## config.mk

```make
export PLATFORM = sky130hd
export DESIGN_NAME = i2m_master
export DESIGN_NICKNAME = d
export VERILOG_FILES = /design/src/verilog/i2m_pkg.sv /design/src/verilog/i2m_master.sv
export SDC_FILE = /design/constraint.sdc
export NUM_CORES = 1
export LEC_CHECK = 0
export ABC_AREA = 1
export BUFFER_PORTS_ARGS = -buffer_cell sky130_fd_sc_hd__clkbuf_2
export CAP_MARGIN = 20
export CORE_MARGIN = 4
export CORE_UTILIZATION = 32
export DETAILED_ROUTE_END_ITERATION = 10
export SYNTH_ARGS = -nofsm -noshare
export SYNTH_HDL_FRONTEND = slang
export SYNTH_SLANG_ARGS = --single-unit
```

## constraint.sdc

```tcl
create_clock -name clk_sys -period 3.2 [get_ports clk_sys]
set_input_delay 0.64 -clock clk_sys [delete_from_list [all_inputs] [get_ports clk_sys]]
set_output_delay 0.64 -clock clk_sys [all_outputs]
set_load 0.02 [all_outputs]
```

## src/verilog/i2m_pkg.sv

```systemverilog
// Constants, register layout and carrier types of the two-wire bus master sequencer.
package i2m_pkg;

  // ----------------------------------------------------------------
  // Register word indices
  // ----------------------------------------------------------------
  localparam int ADDR_W = 3;
  localparam logic [2:0] OFS_CTRL2 = 3'h0;
  localparam logic [2:0] OFS_STATUS = 3'h1;
  localparam logic [2:0] OFS_FLAGS = 3'h2;
  localparam logic [2:0] OFS_BUFFER = 3'h3;
  localparam logic [2:0] OFS_RELOAD = 3'h4;

  // ----------------------------------------------------------------
  // Field positions
  // ----------------------------------------------------------------
  localparam int CT_STOP = 2;
  localparam int CT_RX = 3;
  localparam int CT_ACK = 4;
  localparam int CT_ACKV = 5;
  localparam int ST_FULL = 0;
  localparam int ST_START = 3;
  localparam int ST_STOP_SEEN = 4;
  localparam int ST_ACKSTAT = 6;
  localparam int FL_EVENT = 0;
  localparam int FL_COLL = 1;
  localparam int FL_WRCOL = 2;
  localparam int FL_OVF = 3;

  // ----------------------------------------------------------------
  // Reset values and counts
  // ----------------------------------------------------------------
  localparam logic [6:0] RST_RELOAD = 7'h00;
  localparam logic [7:0] RST_BYTE = 8'h00;
  localparam logic [3:0] LAST_BIT = 4'h7;
  localparam logic [3:0] ACK_BIT = 4'h8;

  // ----------------------------------------------------------------
  // Types
  // ----------------------------------------------------------------
  typedef struct packed {
    logic read;
    logic write;
    logic [ADDR_W-1:0] address;
    logic [31:0] writedata;
  } i2m_av_req_type;

  typedef enum logic [2:0] {ST_IDLE, ST_RX, ST_TX, ST_ACK, ST_STOP} i2m_state_type;
  typedef enum logic [2:0] {PH_LOW, PH_WAIT, PH_HIGH, PH_SDA_WAIT, PH_TAIL} i2m_phase_type;

endpackage
```

## src/verilog/i2m_master.sv

```systemverilog
// Two-wire bus master sequencer: receive, transmit, acknowledge, stop and collision handling.
//
// Notes on behaviour
// - First byte of a read is seven address bits then a one.
// - Receive-go starts one byte; ignored unless the sequencer is idle.
// - Each rate rollover toggles SCL while received SDA bits shift in.
// - After eighth falling edge: clear go, load buffer, flag, hold SCL low.
// - Loading the buffer sets buffer-full; reading the buffer clears it.
// - A byte arriving while buffer-full is set raises receive-overflow.
// - Buffer write while busy raises write-collision and keeps buffer contents.
// - Acknowledge-go pulls SCL low and drives SDA with the acknowledge value.
// - Acknowledge: period low, release SCL, wait high, period, pull low, idle.
// - Stop-go drives SDA low, period, releases SCL, period, releases SDA.
// - SDA rising while SCL high is a stop and sets stop-seen.
// - After SDA release one more period, then clear stop-go and flag.
// - Every detected start or stop condition sets the event flag.
// - After SCL release the counter waits for SCL high, then reloads.
// - Expected high SDA sampled low is a collision; flag it and go idle.
// - Transmit collision halts, clears buffer-full, releases lines, frees buffer writes.
// - Sequence collision aborts, releases both lines, clears go bits.
// - After collision keep watching the bus; next buffer write restarts cleanly.
`timescale 1ns/1ps
module i2m_master (
  // Clock and reset
  input wire logic clk_sys,
  input wire logic sys_rst,
  // Register bus
  input wire i2m_pkg::i2m_av_req_type av_req,
  output logic [31:0] av_readdata,
  output logic av_waitrequest,
  // Bus lines
  input wire logic scl_i,
  output logic scl_o,
  output logic scl_oe_n,
  input wire logic sda_i,
  output logic sda_o,
  output logic sda_oe_n
);
  import i2m_pkg::*;
  // ----------------------------------------------------------------
  // Line synchronisers and condition detection
  // ----------------------------------------------------------------
  logic scl_m_r, scl_s, scl_d_r;
  logic sda_m_r, sda_s, sda_d_r;
  always_ff @(posedge clk_sys) begin
    if (sys_rst) begin
      scl_m_r <= 1'b1;
      scl_s <= 1'b1;
      scl_d_r <= 1'b1;
      sda_m_r <= 1'b1;
      sda_s <= 1'b1;
      sda_d_r <= 1'b1;
    end else begin
      scl_m_r <= scl_i;
      scl_s <= scl_m_r;
      scl_d_r <= scl_s;
      sda_m_r <= sda_i;
      sda_s <= sda_m_r;
      sda_d_r <= sda_s;
    end
  end
  wire start_det = scl_s && scl_d_r && sda_d_r && !sda_s;
  wire stop_det = scl_s && scl_d_r && !sda_d_r && sda_s;
  // ----------------------------------------------------------------
  // State
  // ----------------------------------------------------------------
  i2m_state_type state_r;
  i2m_phase_type phase_r;
  logic [3:0] bit_r;
  logic [6:0] cnt_r;
  logic run_r;
  logic [6:0] reload_r;
  logic [7:0] shift_r;
  logic [7:0] data_r;
  logic buffer_full_r;
  logic rx_go_r, ack_go_r, stop_go_r, ack_value_r;
  logic start_seen_r, stop_seen_r, ackstat_r;
  logic [3:0] flags_r;
  logic scl_oe_n_r, sda_oe_n_r;
  logic ack_r;
  logic [31:0] rdata_r;

  // ----------------------------------------------------------------
  // Register bus decode
  // ----------------------------------------------------------------
  wire req_any = av_req.read || av_req.write;
  wire acc = req_any && ack_r;
  wire wr = acc && av_req.write;
  wire rd = acc && av_req.read;
  wire wr_ctrl = wr && (av_req.address == OFS_CTRL2);
  wire wr_flags = wr && (av_req.address == OFS_FLAGS);
  wire wr_buf = wr && (av_req.address == OFS_BUFFER);
  wire wr_reload = wr && (av_req.address == OFS_RELOAD);
  wire rd_buf = rd && (av_req.address == OFS_BUFFER);
  wire [31:0] wd = av_req.writedata;
  wire go_free = (state_r == ST_IDLE) && !rx_go_r && !ack_go_r && !stop_go_r;
  wire go_stop = wr_ctrl && go_free && wd[CT_STOP];
  wire go_ack = wr_ctrl && go_free && !wd[CT_STOP] && wd[CT_ACK];
  wire go_rx = wr_ctrl && go_free && !wd[CT_STOP] && !wd[CT_ACK] && wd[CT_RX];
  wire buf_ok = wr_buf && (state_r == ST_IDLE);
  wire wrcol_set = wr_buf && (state_r != ST_IDLE);
  wire [31:0] ctrl_val = {26'h0, ack_value_r, ack_go_r, rx_go_r, stop_go_r, 2'h0};
  wire [31:0] status_val = {25'h0, ackstat_r, 1'b0, stop_seen_r, start_seen_r, 2'h0, buffer_full_r};
  wire [31:0] rd_mux = (av_req.address == OFS_CTRL2) ? ctrl_val :
                       (av_req.address == OFS_STATUS) ? status_val :
                       (av_req.address == OFS_FLAGS) ? {28'h0, flags_r} :
                       (av_req.address == OFS_BUFFER) ? {24'h0, data_r} :
                       (av_req.address == OFS_RELOAD) ? {25'h0, reload_r} : 32'h0;
  assign av_waitrequest = req_any && !ack_r;
  assign av_readdata = rdata_r;
  always_ff @(posedge clk_sys) begin
    if (sys_rst) begin
      ack_r <= 1'b0;
      rdata_r <= 32'h0;
    end else begin
      ack_r <= req_any && !ack_r;
      if (req_any && !ack_r) begin
        rdata_r <= rd_mux;
      end
    end
  end

  // ----------------------------------------------------------------
  // Sequence events
  // ----------------------------------------------------------------
  wire tick = run_r && (cnt_r == 7'h00);
  wire high_end = tick && (phase_r == PH_HIGH);
  wire [7:0] shift_in = {shift_r[6:0], sda_s};
  wire rx_done = (state_r == ST_RX) && high_end && (bit_r == LAST_BIT);
  wire tx_last = (state_r == ST_TX) && high_end && (bit_r == LAST_BIT);
  wire tx_coll = (state_r == ST_TX) && (phase_r == PH_HIGH) && sda_oe_n_r && !sda_s && (bit_r != ACK_BIT);
  wire ack_coll = (state_r == ST_ACK) && (phase_r == PH_HIGH) && sda_oe_n_r && !sda_s;
  wire stop_coll = (state_r == ST_STOP) &&
                   (((phase_r == PH_HIGH) && !scl_s) || ((phase_r == PH_TAIL) && tick && !sda_s));
  wire coll = tx_coll || ack_coll || stop_coll;
  wire seq_done = (((state_r == ST_TX) && (bit_r == ACK_BIT)) || (state_r == ST_ACK)) && high_end;
  wire stop_done = (state_r == ST_STOP) && (phase_r == PH_TAIL) && tick && sda_s;
  // conditions and completions raise the event flag.
  wire event_set = rx_done || seq_done || stop_done || start_det || stop_det;
  wire [3:0] flag_set = {rx_done && buffer_full_r, wrcol_set, coll, event_set};
  wire [3:0] flag_clr = wr_flags ? wd[3:0] : 4'h0;

  // ----------------------------------------------------------------
  // Flags, buffer and registers
  // ----------------------------------------------------------------
  always_ff @(posedge clk_sys) begin
    if (sys_rst) begin
      flags_r <= 4'h0;
      buffer_full_r <= 1'b0;
      data_r <= RST_BYTE;
      reload_r <= RST_RELOAD;
      start_seen_r <= 1'b0;
      stop_seen_r <= 1'b0;
    end else begin
      flags_r <= (flags_r & ~flag_clr) | flag_set;
      if (rx_done || buf_ok) begin
        buffer_full_r <= 1'b1;
      end else if (rd_buf || tx_last || coll) begin
        buffer_full_r <= 1'b0;
      end
      if (rx_done) begin
        data_r <= shift_in;
      end else if (buf_ok) begin
        data_r <= wd[7:0];
      end
      if (wr_reload) begin
        reload_r <= wd[6:0];
      end
      if (start_det) begin
        start_seen_r <= 1'b1;
        stop_seen_r <= 1'b0;
      end else if (stop_det) begin
        start_seen_r <= 1'b0;
        stop_seen_r <= 1'b1;
      end
    end
  end

  // ----------------------------------------------------------------
  // Bit and sequence engine
  // ----------------------------------------------------------------
  always_ff @(posedge clk_sys) begin
    if (sys_rst) begin
      state_r <= ST_IDLE;
      phase_r <= PH_LOW;
      bit_r <= 4'h0;
      cnt_r <= 7'h00;
      run_r <= 1'b0;
      shift_r <= RST_BYTE;
      rx_go_r <= 1'b0;
      ack_go_r <= 1'b0;
      stop_go_r <= 1'b0;
      ack_value_r <= 1'b0;
      ackstat_r <= 1'b0;
      scl_oe_n_r <= 1'b1;
      sda_oe_n_r <= 1'b1;
    end else begin
      if (run_r && (cnt_r != 7'h00)) begin
        cnt_r <= cnt_r - 7'h01;
      end
      if (wr_ctrl && go_free) begin
        ack_value_r <= wd[CT_ACKV];
      end
      if (coll) begin
        // abort, release both lines, clear go bits.
        state_r <= ST_IDLE;
        phase_r <= PH_LOW;
        run_r <= 1'b0;
        rx_go_r <= 1'b0;
        ack_go_r <= 1'b0;
        stop_go_r <= 1'b0;
        scl_oe_n_r <= 1'b1;
        sda_oe_n_r <= 1'b1;
      end else begin
        case (state_r)
          ST_IDLE: begin
            phase_r <= PH_LOW;
            bit_r <= 4'h0;
            cnt_r <= reload_r;
            if (go_rx) begin
              state_r <= ST_RX;
              rx_go_r <= 1'b1;
              run_r <= 1'b1;
              scl_oe_n_r <= 1'b0;
              sda_oe_n_r <= 1'b1;
            end else if (go_ack) begin
              // SCL low, SDA carries the acknowledge value.
              state_r <= ST_ACK;
              ack_go_r <= 1'b1;
              run_r <= 1'b1;
              scl_oe_n_r <= 1'b0;
              sda_oe_n_r <= wd[CT_ACKV];
            end else if (go_stop) begin
              // stop begins by pulling SDA low.
              state_r <= ST_STOP;
              stop_go_r <= 1'b1;
              phase_r <= PH_SDA_WAIT;
              sda_oe_n_r <= 1'b0;
            end else if (buf_ok) begin
              // byte goes out most significant bit first.
              // a buffer write accepted in idle starts at the first bit.
              state_r <= ST_TX;
              run_r <= 1'b1;
              shift_r <= wd[7:0];
              scl_oe_n_r <= 1'b0;
              sda_oe_n_r <= wd[7];
            end
          end
          default: begin
            case (phase_r)
              PH_SDA_WAIT: begin
                if (!sda_s) begin
                  cnt_r <= reload_r;
                  run_r <= 1'b1;
                  phase_r <= PH_LOW;
                end
              end
              PH_LOW: begin
                if (tick) begin
                  scl_oe_n_r <= 1'b1;
                  run_r <= 1'b0;
                  phase_r <= PH_WAIT;
                end
              end
              PH_WAIT: begin
                // hold until SCL really reads high.
                if (scl_s) begin
                  cnt_r <= reload_r;
                  run_r <= 1'b1;
                  phase_r <= PH_HIGH;
                end
              end
              PH_HIGH: begin
                if (tick && (state_r == ST_STOP)) begin
                  // release SDA then count one more period.
                  sda_oe_n_r <= 1'b1;
                  cnt_r <= reload_r;
                  phase_r <= PH_TAIL;
                end else if (tick) begin
                  scl_oe_n_r <= 1'b0;
                  cnt_r <= reload_r;
                  phase_r <= PH_LOW;
                  bit_r <= bit_r + 4'h1;
                  if (state_r == ST_RX) begin
                    shift_r <= shift_in;
                    if (bit_r == LAST_BIT) begin
                      state_r <= ST_IDLE;
                      run_r <= 1'b0;
                      rx_go_r <= 1'b0;
                    end
                  end else if (state_r == ST_TX) begin
                    shift_r <= {shift_r[6:0], 1'b0};
                    sda_oe_n_r <= (bit_r >= LAST_BIT) ? 1'b1 : shift_r[6];
                    if (bit_r == ACK_BIT) begin
                      ackstat_r <= sda_s;
                      state_r <= ST_IDLE;
                      run_r <= 1'b0;
                    end
                  end else begin
                    state_r <= ST_IDLE;
                    run_r <= 1'b0;
                    ack_go_r <= 1'b0;
                  end
                end
              end
              default: begin
                if (tick) begin
                  state_r <= ST_IDLE;
                  run_r <= 1'b0;
                  stop_go_r <= 1'b0;
                end
              end
            endcase
          end
        endcase
      end
    end
  end
  assign scl_o = 1'b0;
  assign sda_o = 1'b0;
  assign scl_oe_n = scl_oe_n_r;
  assign sda_oe_n = sda_oe_n_r;
endmodule

```

=== Yosys cells after proc, flatten, opt, wreduce, memory -nomap -nowiden ===
Index checks and enable logic that the tools add are counted.

* Register bits: 93
* Bits of input ports: 41
* Output and inout port bits: 37
* Word-level logic and storage cells: 289

* Add/subtract/negate cells: 2
* $lt $le $gt $ge: 1
* Equal/unequal tests: 39
* Muxes and demuxes: 108
* Bitwise operators: 7
* Reductions and logical operators: 105

{| class="wikitable"
|+ Operators by type and width
! operator !! number
|-
| 7-bit 2-to-1 mux || 17
|-
| 1-bit 2-to-1 mux || 55
|-
| 3-bit 2-to-1 mux || 17
|-
| 1-bit logical AND || 50
|-
| 8-bit 2-to-1 mux || 6
|-
| 7-bit one-hot mux with 3 select lines || 1
|-
| 4-bit 2-to-1 mux || 5
|-
| 2-bit != test (second input constant) || 10
|-
| 3-bit by 2-bit == test with 1-bit output (second input constant) || 6
|-
| 3-bit != test (second input constant) || 6
|-
| 6-bit AND reduction || 3
|-
| 9-bit AND reduction || 2
|-
| 5-bit AND reduction || 3
|-
| 3-bit nonzero test || 5
|-
| 2-bit nonzero test || 7
|-
| 1-bit logical OR || 12
|-
| 4-bit != test (second input constant) || 3
|-
| 3-bit one-hot mux with 4 select lines || 1
|-
| 3-bit by 1-bit == test with 1-bit output (second input constant) || 3
|-
| 3-bit == test (second input constant) || 3
|-
| 1-bit logical NOT || 9
|-
| 3-bit logical NOT || 3
|-
| 4-bit by 3-bit != test with 1-bit output (second input constant) || 2
|-
| 8-bit AND reduction || 1
|-
| other kinds (25) || 32
|}

=== Longest topological paths before layout ===
Gate-level depths: netlist of run 1.

* Depth in word-level cells: 10
* Depth in mapped cells: 15
* Depth with buffers taken out: 15

=== Least setup slack after synthesis of run 1 ===
No wires, ideal clock.

* Path type: input-to-output
* Start: input port av_req[35] (netlist name)
* End: output port av_waitrequest
* Data arrival time: 1.243 ns
* Data required time: 2.560 ns
* Slack: 1.317 ns
* Stages on the path: 3
* Buffers on the path: 1
* Path through: nor2_1 -> nor2_1 -> clkbuf_1

* Cells in the longest elaborated chain, start to end: 2

{| class="wikitable"
|+ RTL lines
! what !! RTL line !! text
|-
| start: declaration || i2m_master.sv:28 || <nowiki>input wire i2m_pkg::i2m_av_req_type av_req,</nowiki>
|-
| 1-bit logical OR || i2m_master.sv:86 || <nowiki>wire req_any = av_req.read || av_req.write;</nowiki>
|-
| 1-bit logical AND || i2m_master.sv:109 || <nowiki>assign av_waitrequest = req_any && !ack_r;</nowiki>
|-
| end: declaration || i2m_master.sv:30 || <nowiki>output logic av_waitrequest,</nowiki>
|}

No other way between the ends.

=== Worst setup path after layout of run 1 ===
* Start: register cnt_r[0]
* End: register cnt_r[2]

* Cells in the longest elaborated chain, start to end: 8
* Elaborated cells on any way between the ends: 19

{| class="wikitable"
|+ RTL lines
! what !! RTL line !! text
|-
| start: declaration || i2m_master.sv:70 || <nowiki>logic [6:0] cnt_r;</nowiki>
|-
| start signal: assignment || i2m_master.sv:199 || <nowiki>cnt_r <= cnt_r - 7'h01;</nowiki>
|-
| start signal: assignment || i2m_master.sv:219 || <nowiki>cnt_r <= reload_r;</nowiki>
|-
| start signal: assignment || i2m_master.sv:253 || <nowiki>cnt_r <= reload_r;</nowiki>
|-
| parallel branches: the longest is 7 deep, another holds 7-bit by 1-bit subtractor with 7-bit output || -- ||
|-
| 7-bit 2-to-1 mux * || i2m_master.sv:204 || <nowiki>if (coll) begin</nowiki>
|}

Every way passes the cells marked *.
A chain may end at the register's enable or synchronous reset.

==> run summary, run 1 <==
The flow ran to the end, and the final reports show no timing, DRC or antenna violations. Setup repair after global routing left no endpoint under its margin. The largest individual stage delay along the critical path comes from the cell sky130_fd_sc_hd__dfxtp_1. The run gives 34 as the largest net degree at the start of global routing. The sum of routed wire length over all layers came out at 9.951 mm. After synthesis, the largest family of logic cells by area is simple AND/OR/NAND/NOR gates. The sort of element at the start of the critical path was a register.

Cell at the root of the clock tree: sky130_fd_sc_hd__clkbuf_16. The run gives 0 ps as the setup TNS after final layout. Leaving out fill and tap cells, the most frequent cell in the layout is sky130_fd_sc_hd__nand2_1.

For the effective utilization at floorplan, the log shows 0.3316. Dividing total power by cell area gives a power density of 693.5 mW/mm^2. After detailed routing, the average wire length per cell comes to 13.30 microns. The number of max-capacitance violations reported was 0; the number of top-level pins was 78. The clock input transition at the sequential cells of the worst setup and hold paths is 60 ps, and the number of buffers added on ports is 27.

The clock net in this run drives a total of 69 sinks. The via-per-instance ratio is 4.791. The detail route stage leaves a number of antenna-violating nets equal to 0.

The setup path with the least slack is of type register to register. TritonCTS built the clock tree. Distinct cell type count of the synthesized netlist: 41. The number of H-tree levels is 3. The die height is 117.7 microns. The floorplan step defined a die boundary enclosing 0.01385 sq mm. No sink is reached through more buffers than the 2 on the longest clock path. IR analysis of the VDD net gives a maximum drop of 0.2624 mV. Row generation in the floorplan step produced 39 rows. Area of the core region: 0.01161 sq mm. The post-synthesis async set-or-reset flop share is 0, and the period utilization is 0.6160. Once the clock tree was built, the setup fixing pass inserted 0 buffers. The run gives 0.001984 uW as the static leakage. In the routed design, unresolved DRC markers number 0.

The die boundary width is 117.7 microns, and the area after detailed placement is 0.004028 sq mm. For the total count of max-transition violations in the final report, the log shows 0. The post-synthesis cell type with the largest combined area is sky130_fd_sc_hd__dfxtp_1. The number of buffers created by CTS came out at 9.

The xor and xnor area share after synthesis is 0.01137, and the flop and latch count out of synthesis is 69. Data on the critical path is required at its endpoint by 3420 ps. The fraction of the mapped netlist area in simple logic gates is 0.3298.

After clock tree synthesis, the flow added hold-fix buffers numbering 0. Once the clock tree was built, the resizer swapped 0 gates to a different size. The share of the synthesized area in compound gates (AO/OA/AOI/OAI) works out to 0.1563.

Summed over all layers, the global routing overflow is 0. The via count of the first global-routing pass was 3355. By area the synthesized netlist is led by sky130_fd_sc_hd__dfxtp_1 (36%), sky130_fd_sc_hd__nand2_1 (13%), sky130_fd_sc_hd__nor2_1 (7.4%).

At the end of the flow, the number of nets in the layout was 644. Counting stages on the worst path, the most repeated cell is sky130_fd_sc_hd__inv_2. Once detailed placement completed, the half-perimeter wirelength came to 7.596 mm.

Compared with the post-synthesis result, the final layout area differs by 12.41%. The area share of the leading cell type in the synthesized netlist came out at 0.3587. For the total non-filler cell area in the finished layout, the log shows 0.004329 sq mm.

Share of layout cells above drive strength 1: 0.1455. The tools report the count of yosys warnings during synthesis as 0. For the worst-skew pair, the clock arrives at the later sink with an insertion delay of 340 ps. The worst setup path is captured at a register. Setup violations remaining at the end of the flow were counted as 0. The first global-routing pass estimated 16.39 mm of wire. The tools report the final weighted congestion in routability-driven placement as 0.8603. The tools report the all-layer global routing usage as 0.1453. Counting flops with a built-in enable in the synthesized netlist gives 0.

The critical path goes through inv_1 > ha_1 > nand2_1 > nor2_8 > nand2_4 > nor2_4 > inv_2 > nand2_2 > inv_2 > nor2_4 > inv_2 > a21oi_1 > nor2_1. The path category of the worst min-delay check was register to register. The mux share of post-synthesis cell area works out to 0.

The clock period minus worst slack was 1971 ps; the number of diodes was 0. The tools report the total via count in the routed design as 3584. The data arrival time of the critical path is 2200 ps. The run gives 507.3 MHz as the highest achievable clock rate.

The number of instances in the synthesized netlist is 572. The count of final hold-check violations is 0. In the layout the commonest cells are sky130_fd_sc_hd__nand2_1 (138), sky130_fd_sc_hd__nor2_1 (76), sky130_fd_sc_hd__dfxtp_1 (69), sky130_fd_sc_hd__inv_1 (57), sky130_fd_sc_hd__a21oi_1 (42). The clock arrives with 12.48 ps of skew. The sequential fraction of the synthesis area is 0.3587, and the maximum single-stage delay on the critical path is 320 ps.

The logs give 0 for the number of antenna violations at the first check in global routing and 0.003851 sq mm for the cell area after synthesis. The average size of a mapped cell works out to 6.733 sq um. The run gives 0.4638 as the max-slew headroom at the worst pin. For the number of violations reported at the end of detailed-routing iteration 0, the log shows 267. The first detailed-routing pass took 5 iterations. The most used flip-flop cell after synthesis is sky130_fd_sc_hd__dfxtp_1.

The slew of the pin with the lowest slew margin was 803.4 ps. The arithmetic-cell share of the synthesized area counting full adders, half adders and majority gates was 0.009747; the largest fanout on the critical path was 7.
## metrics by stage
step / total power, uW / setup WS [ps] / instances / hold slack, ps / util
after floorplan: 1845 / 1317 / 597 / 389.5 / -
after global placement: 2000 / 1100 / 732 / 395.9 / 0.3468
final: 3002 / 1229 / 748 / 410.0 / 0.3728
after detailed placement: 2014 / 1080 / 732 / 398.0 / 0.3468
after CTS: 3029 / 1215 / 748 / 410.3 / 0.3728
after global routing: 3221 / 1026 / 748 / 415.9 / 0.3728
## kinds of logic after synthesis
kind of cell    Yosys count
compound gates          108
xor+xnor                  5
fa+ha+maj                 3
buf+inv                 108
flops                    69
other cells               1
simple gates            278
## area by class of cell
| class | count | area (sq um) |
|---|---|---|
| fill | 1233 | 7284 |
| multi-input combinational | 420 | 2051 |
| sequential | 69 | 1381 |
| inverter | 71 | 266.5 |
| clock buffer | 11 | 242.7 |
| tap | 143 | 178.9 |
| timing repair buffer | 29 | 150.1 |
| clock inverter | 5 | 58.81 |
## critical path, delay by kind of cell, from the launching register on
kind / cells / cell delay (ps)
and+or+nand+nor: 7 / 910
DFF: 1 / 320
buffers and inverters: 4 / 310
adders and majority gates: 1 / 200
AOI/OAI and AO/OA: 1 / 130
## synth_stat cells (4+ instances only)
cell                       count
sky130_fd_sc_hd__nor2_2        5
sky130_fd_sc_hd__nand2_1     138
sky130_fd_sc_hd__dfxtp_1      69
sky130_fd_sc_hd__inv_1        57
sky130_fd_sc_hd__nor2_4        5
sky130_fd_sc_hd__or2_2         4
sky130_fd_sc_hd__nor2_1       76
sky130_fd_sc_hd__nand2_4       6
sky130_fd_sc_hd__nand2_2       4
sky130_fd_sc_hd__xor2_1        4
sky130_fd_sc_hd__o22ai_1       7
sky130_fd_sc_hd__inv_2        14
sky130_fd_sc_hd__a31oi_1       5
sky130_fd_sc_hd__nand3_1      27
sky130_fd_sc_hd__nand4_1       4
sky130_fd_sc_hd__o21ai_0      38
sky130_fd_sc_hd__a21oi_1      42
sky130_fd_sc_hd__clkbuf_1      7
sky130_fd_sc_hd__buf_4        26
## power by group
group	internal, uW	switching, uW	leakage, uW
Combinational	307	671	0.00128
Sequential	943	76.5	0.000561
Clock	626	379	0.000142
## routing by layer
metal / global-route usage / vias to the layer above / wire length, microns
met1: 0.1893 / 1658 / 4672
met3: 0.03604 / 9 / 458
met2: 0.2393 / 73 / 4711
met5: 0 / - / 0
li1: - / 1844 / -
met4: 0.04029 / 0 / 108
## final timing paths
kind	from	to	slack [ps]	cells past startpoint
min	scl_m_r	scl_s	410	1
max reg2reg	cnt_r[0]	cnt_r[2]	1230	13
min reg2reg	scl_m_r	scl_s	410	1
max	cnt_r[0]	cnt_r[2]	1230	13
## sequential cells by signal, indices dropped and copies added, names as in the netlist, 3 cells and up
name and cells:
av_readdata 8, state_r 3, flags_r 4, cnt_r 7, shift_r 7, bit_r 4
phase_r 3, reload_r 7, data_r 8
No activity file was read; power rests on OpenSTA's default activity.
==> run 2, diff against run 1 <==
- clock period: 3.2 -> 1.9 ns (I/O delays scaled with it)
==> run 2 against run 1 <==
Effect of this change:
- largest cell class unchanged
- largest power group is now the clock network
- register-to-register slack worse by 1100 ps
- critical endpoint is now run_r
- highest routed layer unchanged
- global-route usage up 0.35 points
- count of clock-buffer cells in the layout unchanged
==> run summary, run 2 (synthesis results as in run 1) <==
The die covers 0.01385 sq mm. The all-layer global routing usage is 0.1488. The number of setup violations in the final report is 0. The effective utilization at floorplan is 0.3316.

The critical path goes through inv_1 > ha_1 > nand2_1 > nor2_2 > o21ai_1 > nand4_1 > nand2_4 > nor2_4 > buf_4 > buf_4 > o21ai_0 > nor2_1. The run gives 0.002122 uW as the static leakage. By instance count, the cell type seen most on the critical path is sky130_fd_sc_hd__buf_4.

TritonCTS built the clock tree. Port buffering added 27 buffers. The number of DRC violations after detailed routing was 0; the global route total overflow was 0. Along the worst path, the maximum fanout reaches 4. STA classifies the critical path endpoint as a register. The later pin in the worst-skew pair is clocked with a latency of 330 ps.

The number of antenna violations at the first check in global routing came out at 0. Clock tree synthesis selected as its root buffer the cell sky130_fd_sc_hd__clkbuf_16. Start point of the worst min-delay path: sda_i. No sink is reached through more buffers than the 2 on the longest clock path. The first detailed-routing pass took 4 iterations. In this run, post-CTS hold repair placed 0 buffers. First-pass GRT wire length: 16.99 mm.

Excluding fillers, the count of instances in the completed layout stands at 771. Across the VDD grid, the largest voltage drop is 0.4901 mV. The leading cell type in the layout, fill and taps excluded was sky130_fd_sc_hd__nand2_1. The power per cell area is 1197 mW/mm^2, and the required time at the endpoint of the critical path is 2120 ps. On the critical path the largest part of the delay comes from simple AND/OR/NAND/NOR gates. The area of the core region is 0.01161 sq mm, and the maximum single-stage delay on the critical path is 360 ps. Routability-driven placement finished with a final weighted congestion of 0.8817. The count of nets left with antenna violations once routing finished came out at 0. The H-tree was split into 3 levels. The die boundary width came out at 117.7 microns. The area overhead of the layout relative to synthesis is 18.81%, and the multi-input logic area is 0.002073 sq mm.

The via-per-instance ratio is 4.757, and the total power is 5477 uW. 0 antenna diodes ended up in the layout. Across the routed clock network, the largest skew measured is 9.522 ps. The wire length per cell after detailed routing works out to 13.37 microns. The total via count in the routed design is 3668. The period utilization was 0.9457; the highest achievable clock rate was 556.5 MHz.

Number of top-level pins: 78. For this design, the slowest cell found on the critical path is sky130_fd_sc_hd__dfxtp_1. The total count of max-transition violations in the final report was 0.

After filler insertion, the fill cell instance count of the layout stands at 1223. Setup repair after global routing could not meet its margin everywhere. The floorplan has 39 rows.

The area after detailed placement came out at 0.004170 sq mm. The count of final hold-check violations is 0, and the via count of the first global-routing pass is 3458. The number of max-capacitance violations reported is 0. The flow ran to the end, and the final reports show no timing, DRC or antenna violations.

The count of buffering cells on the critical path with inverters included came out at 3. Leaving out fill and tap cells, the most frequent cells in the layout are sky130_fd_sc_hd__nand2_1 (137), sky130_fd_sc_hd__nor2_1 (75), sky130_fd_sc_hd__dfxtp_1 (69), sky130_fd_sc_hd__inv_1 (55), sky130_fd_sc_hd__a21oi_1 (42). Largest net degree at the start of global routing: 25.

Hold timing on the final database bottoms out at a slack of 238.3 ps. The area of all sequential standard cells is 0.001381 sq mm, and the data arrival time of the critical path is 2010 ps. Counting every sink on the clock net gives 69. Beginning of the critical path: bit_r[0].

The final layout net count was 667; the sum of routed wire length over all layers was 10.31 mm. For the placed instance count, the log shows 751. The number of violations reported at the end of detailed-routing iteration 0 was 237; the detailed-placement wirelength estimate was 8.149 mm. The clock period could shrink to 1797 ps. The share of the core filled with cells was 0.3940; the clock input transition at the sequential cells of the worst setup and hold paths was 60 ps.

Worst reg2reg path startpoint: bit_r[0]. The path category of the worst min-delay check is input port to register. Kind of critical path: register to register. Measured along the y axis, the die boundary spans 117.7 microns.

STA classifies the critical path startpoint as a register. The share of layout cells above drive strength 1 was 0.1863. In this run, CTS created clock tree buffers numbering 9.

The total non-filler cell area in the finished layout was 0.004576 sq mm.
## run 2: changes by cell type in the layout (fill, tap and decap cells not counted), moves of 2 or more
cell / previous run / this run
sky130_fd_sc_hd__buf_4: 2 / 24
sky130_fd_sc_hd__bufinv_16: 1 / 3
sky130_fd_sc_hd__inv_2: 14 / 16
sky130_fd_sc_hd__inv_1: 57 / 55
## run 2: per-layer routing
layer | global-route usage | share of wire | up-vias
met5 | 0 | 0 | -
met4 | 0.05495 | 0.019 | 0
met3 | 0.02451 | 0.032 | 16
met2 | 0.2368 | 0.46 | 68
met1 | 0.2027 | 0.49 | 1697
li1 | - | - | 1887
## run 2: repair_timing
action	4_1_cts	5_1_grt
pin swaps	1	6
setup buffers	0	4
resized for setup	0	8
endpoints found under the setup margin	1	36
## run 2: worst paths after layout
kind	slack (ps)	end	cells after the start
hold reg to reg	410	sda_s	1
setup / recovery	100	run_r	12
setup reg to reg	100	run_r	12
hold / removal	240	sda_m_r	2
## run 2: per-stage QoR
stage | TNS (ps) | setup WS (ps)
detailed placement | 0 | 10.10
CTS | 0 | 22.36
global placement | 0 | 24.82
finish | 0 | 103.1
global route | -30.19 | -19.78
floorplan | 0 | 209.3
## run 2: power breakdown
| part | switching (uW) | internal [uW] |
|---|---|---|
| logic | 1170 | 618 |
| clock network | 647 | 1320 |
| registers | 130 | 1590 |
| total | 1950 | 3530 |
## run 2: final cells by class
class / instances / area share
Clock buffer: 11 / 0.05305
Timing Repair Buffer: 52 / 0.07137
Inverter: 71 / 0.05824
Sequential cell: 69 / 0.3019
Multi-Input combinational cell: 420 / 0.4531
Tap cell: 143 / 0.03910
Clock inverter: 5 / 0.02324
## run 2: worst register-to-register path: cells and delay by family (launching register included)
family | cells | cell delay, ps
AOI/OAI and AO/OA | 2 | 220
adders and majority gates | 1 | 190
buffers and inverters | 3 | 350
DFF | 1 | 360
and+or+nand+nor | 6 | 580
